`config.mk`:
```
export PLATFORM = sky130hd
export DESIGN_NAME = hww_ctrl
export DESIGN_NICKNAME = d
export VERILOG_FILES = /design/src/common/hww_pkg.sv /design/src/hww_ctrl.sv /design/src/hww_wdt_counter.sv
export SDC_FILE = /design/constraint.sdc
export NUM_CORES = 1
export LEC_CHECK = 0
export BUFFER_PORTS_ARGS = -buffer_cell sky130_fd_sc_hd__buf_4
export CAP_MARGIN = 40
export CORE_MARGIN = 2
export CORE_UTILIZATION = 46
export CTS_CLUSTER_SIZE = 14
export DETAILED_ROUTE_END_ITERATION = 10
export GPL_TIMING_DRIVEN = 0
export PLACE_DENSITY = 0.68
export SYNTH_ARGS = -nofsm -noshare
export SYNTH_HDL_FRONTEND = slang
export SYNTH_SLANG_ARGS = --single-unit
```
`constraint.sdc`:
```
create_clock -name pclk -period 2.8 [get_ports pclk]
set_input_delay 0.14 -clock pclk [delete_from_list [all_inputs] [get_ports pclk]]
set_output_delay 0.14 -clock pclk [all_outputs]
set_load 0.01 [all_outputs]
```
`src/common/hww_pkg.sv`:
```
// Package for the halt, wake-up and watchdog block: register map, fields, modes, timing.
// Assumes an APB slave with 32-bit data; every register sits in the low byte of a word.
package hww_pkg;

  localparam logic [7:0] HWW_ADDR_CLK_CTRL = 8'h00;
  localparam logic [7:0] HWW_ADDR_OSC_CTRL = 8'h04;
  localparam logic [7:0] HWW_ADDR_WDT = 8'h08;
  localparam logic [7:0] HWW_ADDR_RST_FLAG = 8'h0C;
  localparam logic [7:0] HWW_ADDR_STATUS = 8'h10;
  localparam logic [7:0] HWW_ADDR_WAKE_EN = 8'h14;
  localparam logic [7:0] HWW_ADDR_CMD = 8'h18;

  // Clock control comes out of reset on the undivided fast clock
  localparam logic [7:0] HWW_CLK_CTRL_RST = 8'h00;
  localparam logic [7:0] HWW_OSC_CTRL_RST = 8'h01;
  localparam logic [7:0] HWW_WDT_RST = 8'h53;
  localparam logic [7:0] HWW_WAKE_EN_RST = 8'h00;

  // Field positions
  localparam int HWW_DIV_LSB = 5;
  localparam int HWW_FAST_KEEP_BIT = 1;
  localparam int HWW_SLOW_KEEP_BIT = 0;
  localparam int HWW_OSC_EN_BIT = 0;
  localparam int HWW_KEY_LSB = 3;
  localparam int HWW_KEY_FLAG_BIT = 0;

  localparam logic [2:0] HWW_DIV_SLOW = 3'h7;
  localparam logic [4:0] HWW_KEY_A = 5'h0A;
  localparam logic [4:0] HWW_KEY_B = 5'h15;

  // Command register bits
  localparam int HWW_CMD_HALT = 0;
  localparam int HWW_CMD_CLRWDT = 1;

  // Software reset delay, in ns, and its cycle count at 100 MHz
  localparam int HWW_CLK_NS = 10;
  localparam int HWW_SW_RESET_NS = 16000;
  localparam int HWW_SW_RESET_CYC = (HWW_SW_RESET_NS + HWW_CLK_NS - 1) / HWW_CLK_NS;

  localparam int HWW_WDT_W = 18;
  // Watchdog terminal bit per period code; code 7 is the longest ratio
  localparam int HWW_WDT_TAP [8] = '{8, 10, 12, 14, 15, 16, 17, 18};

  typedef enum logic [2:0] {
    HWW_RUN,
    HWW_SLEEP,
    HWW_HALT_SLOW_ONLY,
    HWW_HALT_BOTH_CLOCKS,
    HWW_HALT_FAST_ONLY
  } hww_mode_t;

  typedef struct packed {
    logic psel;
    logic penable;
    logic pwrite;
    logic [7:0] paddr;
    logic [31:0] pwdata;
  } hww_apb_req_t;

  typedef struct packed {
    logic fast_clk_en;
    logic slow_clk_en;
    logic cpu_run;
    logic [2:0] div_sel;
  } hww_clk_t;

endpackage : hww_pkg

```
`src/hww_ctrl.sv`:
```
// Halt state selection, wake-up, clock switching and watchdog control for a small MCU core.
// Assumes an APB master on pclk; pins, oscillator stable and low-osc tick arrive asynchronous.
`timescale 1ns/1ps
module hww_ctrl
  import hww_pkg::*;
#(
  parameter int PINS = 8,
  parameter int SW_RESET_CYC = HWW_SW_RESET_CYC
)
(
  input wire logic pclk,
  input wire logic presetn,
  input wire logic psel,
  input wire logic penable,
  input wire logic pwrite,
  input wire logic [7:0] paddr,
  input wire logic [31:0] pwdata,
  output logic [31:0] prdata,
  output logic pready,
  output logic pslverr,
  input wire logic [PINS-1:0] porta_pin,
  input wire logic fast_osc_ready,
  input wire logic low_osc_tick,
  input wire logic irq_req,
  input wire logic irq_enabled,
  input wire logic stack_full,
  output logic fast_clk_en,
  output logic slow_clk_en,
  output logic cpu_run,
  output logic [2:0] sysclk_div_sel,
  output logic irq_take,
  output logic pc_sp_reset,
  output logic wdt_reset_req
);

  initial
  begin
    if (PINS < 1 || PINS > 8) $error("hww_ctrl: PINS must be 1 to 8");
    if (SW_RESET_CYC < 1) $error("hww_ctrl: SW_RESET_CYC must be positive");
  end

  ////////////////////////////////////////////////////////////////////////////////
  // State

  typedef struct packed {
    hww_mode_t mode;
    logic [2:0] div_sel;
    logic [2:0] div_pending;
    logic fast_keep;
    logic slow_keep;
    logic fast_osc_ctrl;
    logic [7:0] wdt_ctrl;
    logic [7:0] wake_en;
    logic powerdown_flag;
    logic wdt_timeout_flag;
    logic wdt_key_reset_flag;
    logic irq_masked;
    logic [31:0] key_cnt;
    logic key_bad;
    logic [PINS-1:0] pin_s1;
    logic [PINS-1:0] pin_s2;
    logic [PINS-1:0] pin_d;
    logic [2:0] rdy_s;
    logic [31:0] rdata;
    logic ready;
    logic slverr;
    hww_clk_t clk;
    logic irq_take;
    logic pc_sp_reset;
    logic wdt_reset_req;
  } hww_state_t;

  hww_state_t s_r;
  hww_state_t s_nxt;

  logic wdt_clear;
  logic wdt_ovf;
  logic tick_s1_r;
  logic tick_s2_r;
  logic tick_d_r;

  function automatic logic hww_key_ok(input logic [7:0] ctrl);
    hww_key_ok = (ctrl[HWW_KEY_LSB +: 5] == HWW_KEY_A) || (ctrl[HWW_KEY_LSB +: 5] == HWW_KEY_B);
  endfunction : hww_key_ok

  function automatic logic hww_halted(input hww_mode_t m);
    hww_halted = (m != HWW_RUN);
  endfunction : hww_halted

  ////////////////////////////////////////////////////////////////////////////////
  // Low-speed tick crossing; edge taken on second stage only

  always_ff @(posedge pclk or negedge presetn)
  begin
    if (!presetn)
    begin
      tick_s1_r <= 1'b0;
      tick_s2_r <= 1'b0;
      tick_d_r <= 1'b0;
    end
    else
    begin
      tick_s1_r <= low_osc_tick;
      tick_s2_r <= tick_s1_r;
      tick_d_r <= tick_s2_r;
    end
  end

  hww_wdt_counter #(
    .WIDTH(HWW_WDT_W)
  ) u_wdt (
    .pclk(pclk),
    .presetn(presetn),
    .tick(tick_s2_r && !tick_d_r),
    .clear(wdt_clear),
    .period_sel(s_r.wdt_ctrl[HWW_KEY_LSB-1:0]),
    .overflow(wdt_ovf)
  );

  ////////////////////////////////////////////////////////////////////////////////
  // Next state

  logic wr;
  logic rd;
  logic halt_cmd;
  logic clr_cmd;
  logic pin_wake;
  logic irq_wake;
  logic halted;

  always_comb
  begin
    s_nxt = s_r;
    wr = psel && penable && pwrite && !s_r.ready;
    rd = psel && penable && !pwrite && !s_r.ready;
    halt_cmd = wr && (paddr == HWW_ADDR_CMD) && pwdata[HWW_CMD_HALT];
    clr_cmd = wr && (paddr == HWW_ADDR_CMD) && pwdata[HWW_CMD_CLRWDT];
    halted = hww_halted(s_r.mode);
    s_nxt.irq_take = 1'b0;
    s_nxt.pc_sp_reset = 1'b0;
    s_nxt.ready = psel && penable && !s_r.ready;
    s_nxt.slverr = 1'b0;

    // Pin and oscillator-ready synchronisers
    s_nxt.pin_s1 = porta_pin;
    s_nxt.pin_s2 = s_r.pin_s1;
    s_nxt.pin_d = s_r.pin_s2;
    s_nxt.rdy_s[1] = fast_osc_ready;
    s_nxt.rdy_s[2] = s_r.rdy_s[1];
    s_nxt.rdy_s[0] = 1'b0;

    pin_wake = |(s_r.pin_d & ~s_r.pin_s2 & s_r.wake_en[PINS-1:0]);
    irq_wake = irq_req && !s_r.irq_masked;
    // Halt and clear instruction are the only external counter clears; the counter also returns to zero on its own overflow
    wdt_clear = halt_cmd || clr_cmd;

    // Register writes; halting leaves the written registers alone and changes only the STATUS flags
    if (wr)
    begin
      case (paddr)
        HWW_ADDR_CLK_CTRL:
        begin
          s_nxt.div_pending = pwdata[HWW_DIV_LSB +: 3];
          s_nxt.fast_keep = pwdata[HWW_FAST_KEEP_BIT];
          s_nxt.slow_keep = pwdata[HWW_SLOW_KEEP_BIT];
        end
        HWW_ADDR_OSC_CTRL: s_nxt.fast_osc_ctrl = pwdata[HWW_OSC_EN_BIT];
        HWW_ADDR_WDT: s_nxt.wdt_ctrl = pwdata[7:0];
        HWW_ADDR_RST_FLAG: if (!pwdata[HWW_KEY_FLAG_BIT]) s_nxt.wdt_key_reset_flag = 1'b0;
        HWW_ADDR_WAKE_EN: s_nxt.wake_en = pwdata[7:0];
        HWW_ADDR_CMD: ;
        default: s_nxt.slverr = 1'b1;
      endcase
    end

    // Clock divide: leave slow only once the fast oscillator is stable
    if (s_nxt.div_pending == HWW_DIV_SLOW)
      s_nxt.div_sel = HWW_DIV_SLOW;
    else if (s_r.div_sel != HWW_DIV_SLOW || s_r.rdy_s[2])
      s_nxt.div_sel = s_nxt.div_pending;

    if (clr_cmd)
      s_nxt.powerdown_flag = 1'b0;

    // Halt entry
    if (halt_cmd && !halted)
    begin
      case ({s_r.fast_keep, s_r.slow_keep})
        2'b00: s_nxt.mode = HWW_SLEEP;
        2'b01: s_nxt.mode = HWW_HALT_SLOW_ONLY;
        2'b11: s_nxt.mode = HWW_HALT_BOTH_CLOCKS;
        default: s_nxt.mode = HWW_HALT_FAST_ONLY;
      endcase
      s_nxt.powerdown_flag = 1'b1;
      s_nxt.wdt_timeout_flag = 1'b0;
      s_nxt.irq_masked = irq_req;
    end
    else if (halted && (pin_wake || irq_wake || wdt_ovf))
    begin
      s_nxt.mode = HWW_RUN;
      if (wdt_ovf)
      begin
        s_nxt.wdt_timeout_flag = 1'b1;
        s_nxt.pc_sp_reset = 1'b1;
      end
      else if (irq_wake)
        s_nxt.irq_take = irq_enabled && !stack_full;
    end

    // Key check: bad key counts the reset delay then requests reset
    s_nxt.key_bad = !hww_key_ok(s_r.wdt_ctrl);
    if (s_r.key_bad && !s_r.wdt_reset_req)
    begin
      if (s_r.key_cnt >= 32'(SW_RESET_CYC - 1))
      begin
        s_nxt.wdt_reset_req = 1'b1;
        s_nxt.wdt_key_reset_flag = 1'b1;
      end
      else
        s_nxt.key_cnt = s_r.key_cnt + 32'h1;
    end
    else if (!s_r.key_bad)
      s_nxt.key_cnt = '0;
    // Overflow while running is a full reset request; the flag needs the timeout too
    if (!halted && wdt_ovf)
    begin
      s_nxt.wdt_reset_req = 1'b1;
      s_nxt.wdt_timeout_flag = 1'b1;
    end

    // Clock enables follow the mode
    case (s_nxt.mode)
      HWW_RUN: s_nxt.clk = '{1'b1, 1'b1, 1'b1, s_nxt.div_sel};
      HWW_SLEEP: s_nxt.clk = '{1'b0, 1'b0, 1'b0, s_nxt.div_sel};
      HWW_HALT_SLOW_ONLY: s_nxt.clk = '{1'b0, 1'b1, 1'b0, s_nxt.div_sel};
      HWW_HALT_BOTH_CLOCKS: s_nxt.clk = '{1'b1, 1'b1, 1'b0, s_nxt.div_sel};
      HWW_HALT_FAST_ONLY: s_nxt.clk = '{1'b1, 1'b0, 1'b0, s_nxt.div_sel};
      default: s_nxt.clk = '{1'b1, 1'b1, 1'b1, s_nxt.div_sel};
    endcase
    if (s_nxt.mode == HWW_RUN && s_nxt.div_sel == HWW_DIV_SLOW && !s_nxt.fast_osc_ctrl)
      s_nxt.clk.fast_clk_en = 1'b0;

    // Read data, captured in the single access cycle
    s_nxt.rdata = '0;
    if (rd)
    begin
      case (paddr)
        HWW_ADDR_CLK_CTRL:
          s_nxt.rdata[7:0] = {s_r.div_pending, 3'h0, s_r.fast_keep, s_r.slow_keep};
        HWW_ADDR_OSC_CTRL: s_nxt.rdata[7:0] = {6'h00, s_r.rdy_s[2], s_r.fast_osc_ctrl};
        HWW_ADDR_WDT: s_nxt.rdata[7:0] = s_r.wdt_ctrl;
        HWW_ADDR_RST_FLAG: s_nxt.rdata[7:0] = {7'h00, s_r.wdt_key_reset_flag};
        HWW_ADDR_STATUS:
          s_nxt.rdata[7:0] = {4'h0, s_r.div_sel == HWW_DIV_SLOW, halted,
                              s_r.wdt_timeout_flag, s_r.powerdown_flag};
        HWW_ADDR_WAKE_EN: s_nxt.rdata[7:0] = s_r.wake_en;
        HWW_ADDR_CMD: s_nxt.rdata = '0;
        default: s_nxt.slverr = 1'b1;
      endcase
    end
  end

  ////////////////////////////////////////////////////////////////////////////////
  // Registers

  always_ff @(posedge pclk or negedge presetn)
  begin
    if (!presetn)
    begin
      s_r <= '0;
      s_r.mode <= HWW_RUN;
      s_r.div_sel <= HWW_CLK_CTRL_RST[HWW_DIV_LSB +: 3];
      s_r.div_pending <= HWW_CLK_CTRL_RST[HWW_DIV_LSB +: 3];
      s_r.fast_osc_ctrl <= HWW_OSC_CTRL_RST[HWW_OSC_EN_BIT];
      s_r.wdt_ctrl <= HWW_WDT_RST;
      s_r.wake_en <= HWW_WAKE_EN_RST;
      s_r.clk <= '{1'b1, 1'b1, 1'b1, HWW_CLK_CTRL_RST[HWW_DIV_LSB +: 3]};
    end
    else
      s_r <= s_nxt;
  end

  assign prdata = s_r.rdata;
  assign pready = s_r.ready;
  assign pslverr = s_r.slverr;
  assign fast_clk_en = s_r.clk.fast_clk_en;
  assign slow_clk_en = s_r.clk.slow_clk_en;
  assign cpu_run = s_r.clk.cpu_run;
  assign sysclk_div_sel = s_r.clk.div_sel;
  assign irq_take = s_r.irq_take;
  assign pc_sp_reset = s_r.pc_sp_reset;
  assign wdt_reset_req = s_r.wdt_reset_req;

endmodule : hww_ctrl

```
`src/hww_wdt_counter.sv`:
```
// Watchdog counter stepped by ticks of the low-speed oscillator.
// Assumes the tick is a one-cycle pulse already synchronised into pclk.
`timescale 1ns/1ps
module hww_wdt_counter
  import hww_pkg::*;
#(
  parameter int WIDTH = HWW_WDT_W
)
(
  input wire logic pclk,
  input wire logic presetn,
  input wire logic tick,
  input wire logic clear,
  input wire logic [2:0] period_sel,
  output logic overflow
);

  initial
  begin
    if (WIDTH < HWW_WDT_TAP[7]) $error("hww_wdt_counter: WIDTH too small for longest period");
  end

  logic [WIDTH-1:0] cnt_r;
  logic [WIDTH-1:0] cnt_nxt;
  logic hit;

  // Terminal bit for each period code; code 7 gives the longest ratio
  function automatic int hww_tap(input logic [2:0] sel);
    hww_tap = HWW_WDT_TAP[sel];
  endfunction : hww_tap

  always_comb
  begin
    hit = tick && (cnt_r == WIDTH'((64'h1 << hww_tap(period_sel)) - 64'h1));
    if (clear || hit)
      cnt_nxt = '0;
    else if (tick)
      cnt_nxt = cnt_r + WIDTH'(1);
    else
      cnt_nxt = cnt_r;
  end

  always_ff @(posedge pclk or negedge presetn)
  begin
    if (!presetn)
    begin
      cnt_r <= '0;
      overflow <= 1'b0;
    end
    else
    begin
      cnt_r <= cnt_nxt;
      overflow <= hit && !clear;
    end
  end

endmodule : hww_wdt_counter

```
# Word level (Yosys, flattened, before mapping)
# Memories as Yosys holds them, arrays and structs flattened.
# Cells that the tools add are included.
# op_classes
addsub,3
order_cmp,2
n_eq_ne,21
shift,1
n_mux,44
bitwise,4
n_reduce_logical,55
# ops
operator,n
$mux 32,5
$pmux 8 s6,1
$mux 18,2
$add 32x1->32 const B,1
$ge 32x11->1 const B,1
$shl 1x32->18 const A,1
$eq 8x5->1 const B,3
$mux 8,3
$pmux 6 s4,1
$mux 1,23
$mux 22,1
$logic_and 1x1->1,20
$add 18x1->18 const B,1
$eq 18x18->1,1
$sub 18x1->18 const B,1
$and 8x8->8,2
$eq 8x4->1 const B,2
$eq 3x3->1 const B,4
$mux 3,4
$reduce_and 2->1,6
$logic_not 1->1,10
$pmux 3 s3,1
$reduce_bool 3->1,3
$eq 8x3->1 const B,1
other kinds (22),32
# word_totals
reg_bits,156
rom_bits,256
inputBits,58
output_inout_bits,43
n_memories,1
# mem_list
name,words,width,read_ports,rd_ports_with_merged_regs,wr,line,source
(name not given),8,32,1,0,0,hww_wdt_counter.sv:29,hww_tap = HWW_WDT_TAP[sel];

# Longest topological paths before layout
# depth
depth_word,13
ltp_mapped,10

# Modules after synthesis
# A second synthesis with hierarchy kept.
# unflattened
hier_cells,520
area_unflattened_um2,5771.8
# by_module_without_submodules
mod,instances,cells_per_inst,area_per_inst_um2,seq_area_each_um2
hww_ctrl,1,390,4586.9,2762.6
hww_wdt_counter,1,130,1184.9,475.5

# Worst setup path after synthesis
# Ideal clock, no wire load.
# synth_path
path_kind,reg2reg
start,reg s_r[115] (netlist bit)
end,reg u_wdt.cnt_r[10]
setup_ps,71
arrival_ps,2198
slack_ps,530
stages_incl_launch_ff,11
n_path_buf,2
period_less_slack_ps,2270
path_cell_list,dfstp_2 > inv_1 > ha_1 > and4bb_1 > xor2_1 > mux2i_1 > a31o_2 > a41o_1 > buf_2 > buf_6 > nor2_1
# synth_via
elab_chain_len,10
elab_cells_between_ends,11
# synth_rtl
item,line,source
start: declaration,hww_ctrl.sv:73,hww_state_t s_r;
start signal: assignment,hww_ctrl.sv:280,s_r <= s_nxt;
$not 3->4 (not written as such) *,hww_wdt_counter.sv:29,
$mem_v2 8x32 *,--,
$mux 32 (not written as such) * (2 in a row),hww_wdt_counter.sv:29,
$shl 1x32->18 *,hww_wdt_counter.sv:34,hit = tick && (cnt_r == WIDTH'((64'h1 << hww_tap(period_sel)) - 64'h1));
$sub 18x1->18 *,hww_wdt_counter.sv:34,
$eq 18x18->1 *,hww_wdt_counter.sv:34,
$logic_and 1x1->1 *,hww_wdt_counter.sv:34,
$logic_or 1x1->1 *,hww_wdt_counter.sv:35,if (clear || hit)
$mux 18 / $reduce_bool 2->1 (equally long branches),--,
end signal: assignment,hww_wdt_counter.sv:52,cnt_r <= cnt_nxt;
end: declaration,hww_wdt_counter.sv:23,logic [WIDTH-1:0] cnt_r;
# Mark *: on every way between the ends. The rest lies on a longest branch, timed or not. The select of a mux whose other input is x is not followed.
# A chain may end at the register's enable or synchronous reset.

# Worst setup path after layout
# layout_path
start,reg s_r[116] (netlist bit)
end,reg u_wdt.cnt_r[16]
# Same word-level chain as after synthesis.

==> impl_metrics.toml <==
[status]
status = "complete, no violations"

[floorplan]
die_area_um2 = 13300
die_h_um = 115
initial_core_util = 0.473
floorplan.die.width_um = 115
boundaryPins = 101
core_area_um2 = 12100
std_cell_rows = 40

[cells_and_area]
insertedDiodeCount = 0
post_route_cells_drive_above_1_share = 0.262
area_growth_pct = 26.8
n_fill_cell = 975
finish.net_count = 677
instances_no_fill = 793

[logic_synthesis]
synth-main-ff-cell = "sky130_fd_sc_hd__dfrtp_1"
synth_enable_flop_cells = 0
synth_async_sr_flop_share = 1.00
yosys_warnings = 0
synthCells = 496
synth_fa_ha_area_frac = 0.0154
syn_area_um2 = 5700
flip_flop_and_latch_count_after_synthesis = 129
dominant_combinational_cell_family_by_area_after_synthesis = "simple AND/OR/NAND/NOR gates"
synth_area_in_xor_xnor = 0.0430
synth.avg_cell_area_um2 = 11.5
synth.mux.area_fraction = 0.0603
synth_simple_gate_area_share = 0.188
synth_compound_gate_area_share = 0.0619
synth_seq_area_share = 0.568
netlist-cell-type-count = 60

[global_route]
grt_overflow = 0
grt_start_max_net_pins = 97
first_pass_grt_wire_length_um = 18300
grt_antenna_before_repair = 0
vias_in_the_first_global_route = 3788
groute.usage.overall = 0.181

[clock_network]
cts_tree = "yes"
cts.reportedPaths.clkPinSlew_ps = 60
cts_root_buf = "sky130_fd_sc_hd__clkbuf_16"
clkSinkCount = 129
htree_levels = 4
cts-buffers-inserted = 17
cts_resized = 0
max_clock_buf_depth = 2
clk_latency_ps = 420
post_cts_buffers = 0

[sta]
final_setup_tns_ps = 0
report.final.setup_viol = 0
rsz_0062_raised_after_global_routing = "false"
worst_pin_slew_ps = 807
fmax_mhz = 400
min_period_over_period = 0.894
final.setup.worst_slack_ps = 297
timing.max_slew.rel_slack = 0.458
minimum_period_implied_by_the_final_worst_setup_slack_ps = 2500
report.final.hold_viol_count = 0
timing_max_transition_violations_final = 0
finClkSkew_ps = 5.68
holdWs_ps = 43.1

[placement]
pre_cts_ws_ps = 318
place.port_buffers = 51
half_perimeter_wire_length_after_placement_um = 7500
place.detailed.instances = 739
globalplace.congestion = 0.811

[power]
power-per-cell-area_nw_per_um2 = 639
power.leakage_nw = 3.41
seq_power_share = 0.449
net_switching_fraction_of_the_power = 0.225
vdd_ir_drop_max_mv = 0.359
internal-power_mw = 3.58
power_switching_mw = 1.04
power_frac_comb = 0.075
clock_power_share = 0.476

[min_path]
hold-path-endpoint = "s_r[124]$_DFFE_PN0P_"
hold_path_depth = 2
timing.hold.worst.start = "pwdata[0]"
hold_path_class = "primary input to flip-flop"

[critical_path]
ff2ff_path_depth = 10
cp_cell_sequence = "inv_1, ha_1, and4bb_1, xor2_1, mux2i_1, a31o_2, a41o_1, buf_2, buf_6, nor2_1"
worstReg2RegStart = "s_r[116]$_DFFE_PN1P_"
worstReg2RegEnd = "u_wdt.cnt_r[16]$_DFFE_PN0P_"
timing.reg2reg.setup_slack_ps = 300
worstSetupEndpointType = "flip-flop"
critical_path.top_delay_family = "flip-flops"
path_max_fanout = 10
req_time_crit_path_ps = 3100
critPathKind = "flip-flop to flip-flop"
timing.critical_path.buf_inv = 3
setup.worst_path.start_class = "flip-flop"
critPathMaxStageDelay_ps = 610
critPathSlowestCell = "sky130_fd_sc_hd__dfstp_2"
critPathArrivalTime_ps = 2800

[detailed_routing]
detail_route.wirelength.met1_um = 4910
via_cell_ratio = 4.88
dr_total_vias = 3867
wl_met2_um = 5140
post_drt_wl_per_cell_um = 13.6
dr.pass1.iters = 4
route.antenna.remaining_nets = 0
drcViolationCount = 0
route.final.wire_length_um = 10800
wl_met3_um = 489
initialDrtViolationCount = 137
highest_layer = "met4"

[job]
cap_violations = 0
==> metal layers <==
| layer | track usage | vias to the layer above |
|---|---|---|
| met5 | 0 | - |
| met1 | 0.240 | 1859 |
| li1 | - | 1891 |
| met3 | 0.0453 | 25 |
| met2 | 0.275 | 92 |
| met4 | 0.0940 | 0 |
==> stage by stage <==
step	total power [mW]	instance area, µm²	util
2_1_floorplan	2.28	5790	-
3_3_place_gp	2.40	6380	0.529
3_5_place_dp	2.43	6410	0.532
4_1_cts	4.69	7230	0.600
5_1_grt	4.82	7230	0.600
6_report	4.62	7230	0.600
==> worst max path at each step <==
stage               slack [ps]                     endpoint                  from  cells past startpoint
detailed placement         320  u_wdt.cnt_r[10]$_DFFE_PN0P_  s_r[116]$_DFFE_PN1P_                     10
floorplan                  530  u_wdt.cnt_r[10]$_DFFE_PN0P_  s_r[115]$_DFFE_PN1P_                     10
finish                     300  u_wdt.cnt_r[16]$_DFFE_PN0P_  s_r[116]$_DFFE_PN1P_                     10
global placement           340  u_wdt.cnt_r[14]$_DFFE_PN0P_  s_r[116]$_DFFE_PN1P_                     10
CTS                        280  u_wdt.cnt_r[10]$_DFFE_PN0P_  s_r[116]$_DFFE_PN1P_                     10
global route                80  u_wdt.cnt_r[10]$_DFFE_PN0P_  s_r[116]$_DFFE_PN1P_                     10
==> synthesized netlist by cell type (2+ instances only) <==
| cell | n | area [µm²] |
|---|---|---|
| sky130_fd_sc_hd__dfrtp_1 | 121 | 3030 |
| sky130_fd_sc_hd__nor2_1 | 48 | 180 |
| sky130_fd_sc_hd__nand2_1 | 36 | 135 |
| sky130_fd_sc_hd__buf_4 | 35 | 263 |
| sky130_fd_sc_hd__and2_1 | 31 | 194 |
| sky130_fd_sc_hd__mux2_2 | 24 | 270 |
| sky130_fd_sc_hd__xnor2_1 | 14 | 123 |
| sky130_fd_sc_hd__xor2_1 | 14 | 123 |
| sky130_fd_sc_hd__nand4_1 | 13 | 81.3 |
| sky130_fd_sc_hd__nor3_1 | 13 | 65.1 |
| sky130_fd_sc_hd__nand3_1 | 12 | 60.1 |
| sky130_fd_sc_hd__inv_1 | 10 | 37.5 |
| sky130_fd_sc_hd__a22oi_1 | 8 | 60.1 |
| sky130_fd_sc_hd__dfstp_2 | 8 | 210 |
| sky130_fd_sc_hd__o21ai_0 | 8 | 40.0 |
| sky130_fd_sc_hd__ha_1 | 7 | 87.6 |
| sky130_fd_sc_hd__nor4_1 | 7 | 43.8 |
| sky130_fd_sc_hd__nand2b_1 | 6 | 37.5 |
| sky130_fd_sc_hd__nand3b_1 | 6 | 45.0 |
| sky130_fd_sc_hd__a31oi_1 | 5 | 31.3 |
| sky130_fd_sc_hd__and3_1 | 5 | 31.3 |
| sky130_fd_sc_hd__clkbuf_1 | 5 | 18.8 |
| sky130_fd_sc_hd__a22o_1 | 4 | 35.0 |
| sky130_fd_sc_hd__mux2i_1 | 4 | 40.0 |
| sky130_fd_sc_hd__a21oi_1 | 3 | 15.0 |
| sky130_fd_sc_hd__buf_2 | 3 | 15.0 |
| sky130_fd_sc_hd__nor3b_1 | 3 | 22.5 |
| sky130_fd_sc_hd__a211o_1 | 2 | 17.5 |
| sky130_fd_sc_hd__and4b_1 | 2 | 20.0 |
| sky130_fd_sc_hd__buf_6 | 2 | 22.5 |
| sky130_fd_sc_hd__nor2b_1 | 2 | 12.5 |
| sky130_fd_sc_hd__o211a_1 | 2 | 20.0 |
| sky130_fd_sc_hd__o21a_1 | 2 | 15.0 |
| sky130_fd_sc_hd__o22ai_1 | 2 | 12.5 |
| sky130_fd_sc_hd__o31ai_1 | 2 | 15.0 |
| sky130_fd_sc_hd__or2_2 | 2 | 12.5 |
| sky130_fd_sc_hd__or3_1 | 2 | 12.5 |
==> registers in the layout (all words and copies together) (netlist names) <==
signal	cells
s_r	71
u_wdt.cnt_r	18
s_nxt	17
prdata	8
sysclk_div_sel	3
cpu_run	1
fast_clk_en	1
irq_take	1
pc_sp_reset	1
pready	1
pslverr	1
slow_clk_en	1
tick_d_r	1
tick_s1_r	1
tick_s2_r	1
u_wdt.overflow	1
wdt_reset_req	1
==> area by class of cell <==
cell class | instances | area, µm² | share of cell area
Sequential cell | 129 | 3240 | 0.448
Buffer | 45 | 319 | 0.0441
Inverter | 10 | 37.5 | 0.00519
Clock inverter | 10 | 134 | 0.0185
Multi-Input combinational cell | 335 | 2190 | 0.303
Tap cell | 168 | 210 | 0.0291
Timing Repair Buffer | 74 | 634 | 0.0877
Clock buffer | 22 | 464 | 0.0642
==> power by group through the flow <==
stage,logic (mW),registers (mW),clock network [mW]
after floorplan,0.205,2.08,0
after global placement,0.309,2.09,0
after detailed placement,0.329,2.10,0
after CTS,0.353,2.07,2.26
after global routing,0.401,2.09,2.33
final,0.349,2.07,2.20
==> logic make-up after synthesis <==
logic type                 count (synthesis)
and+or+nand+nor                          199
adders and majority gates                  7
xor gates and xnor gates                  28
muxes                                     30
DFF                                      129
buffers and inverters                     55
AOI/OAI and AO/OA                         47
other                                      1
==> cells in the final DEF, fill, tap and decap left out, types with 4 or more instances in the layout <==
cell                            count
sky130_fd_sc_hd__xnor2_1           14
sky130_fd_sc_hd__buf_4             85
sky130_fd_sc_hd__mux2_2            24
sky130_fd_sc_hd__clkinv_2           4
sky130_fd_sc_hd__nor2_1            48
sky130_fd_sc_hd__nand4_1           13
sky130_fd_sc_hd__dfrtp_1          121
sky130_fd_sc_hd__a22oi_1            8
sky130_fd_sc_hd__dlygate4sd3_1     22
sky130_fd_sc_hd__nand2b_1           6
sky130_fd_sc_hd__nor3_1            13
sky130_fd_sc_hd__o21ai_0            8
sky130_fd_sc_hd__dfstp_2            8
sky130_fd_sc_hd__and3_1             5
sky130_fd_sc_hd__nor4_1             7
sky130_fd_sc_hd__nand2_1           36
sky130_fd_sc_hd__a31oi_1            5
sky130_fd_sc_hd__xor2_1            14
sky130_fd_sc_hd__clkbuf_16         17
sky130_fd_sc_hd__mux2i_1            4
sky130_fd_sc_hd__clkbuf_1           8
sky130_fd_sc_hd__nand3b_1           6
sky130_fd_sc_hd__a22o_1             4
sky130_fd_sc_hd__inv_1             10
sky130_fd_sc_hd__conb_1            24
sky130_fd_sc_hd__nand3_1           12
sky130_fd_sc_hd__and2_1            31
sky130_fd_sc_hd__ha_1               7
==> what timing repair did <==
item                                    in CTS  in global routing
hold endpoints to repair                    64                  0
endpoints found under the setup margin       0                  0
hold buffers                                22                  0
Power figures use the tool's default switching activity.
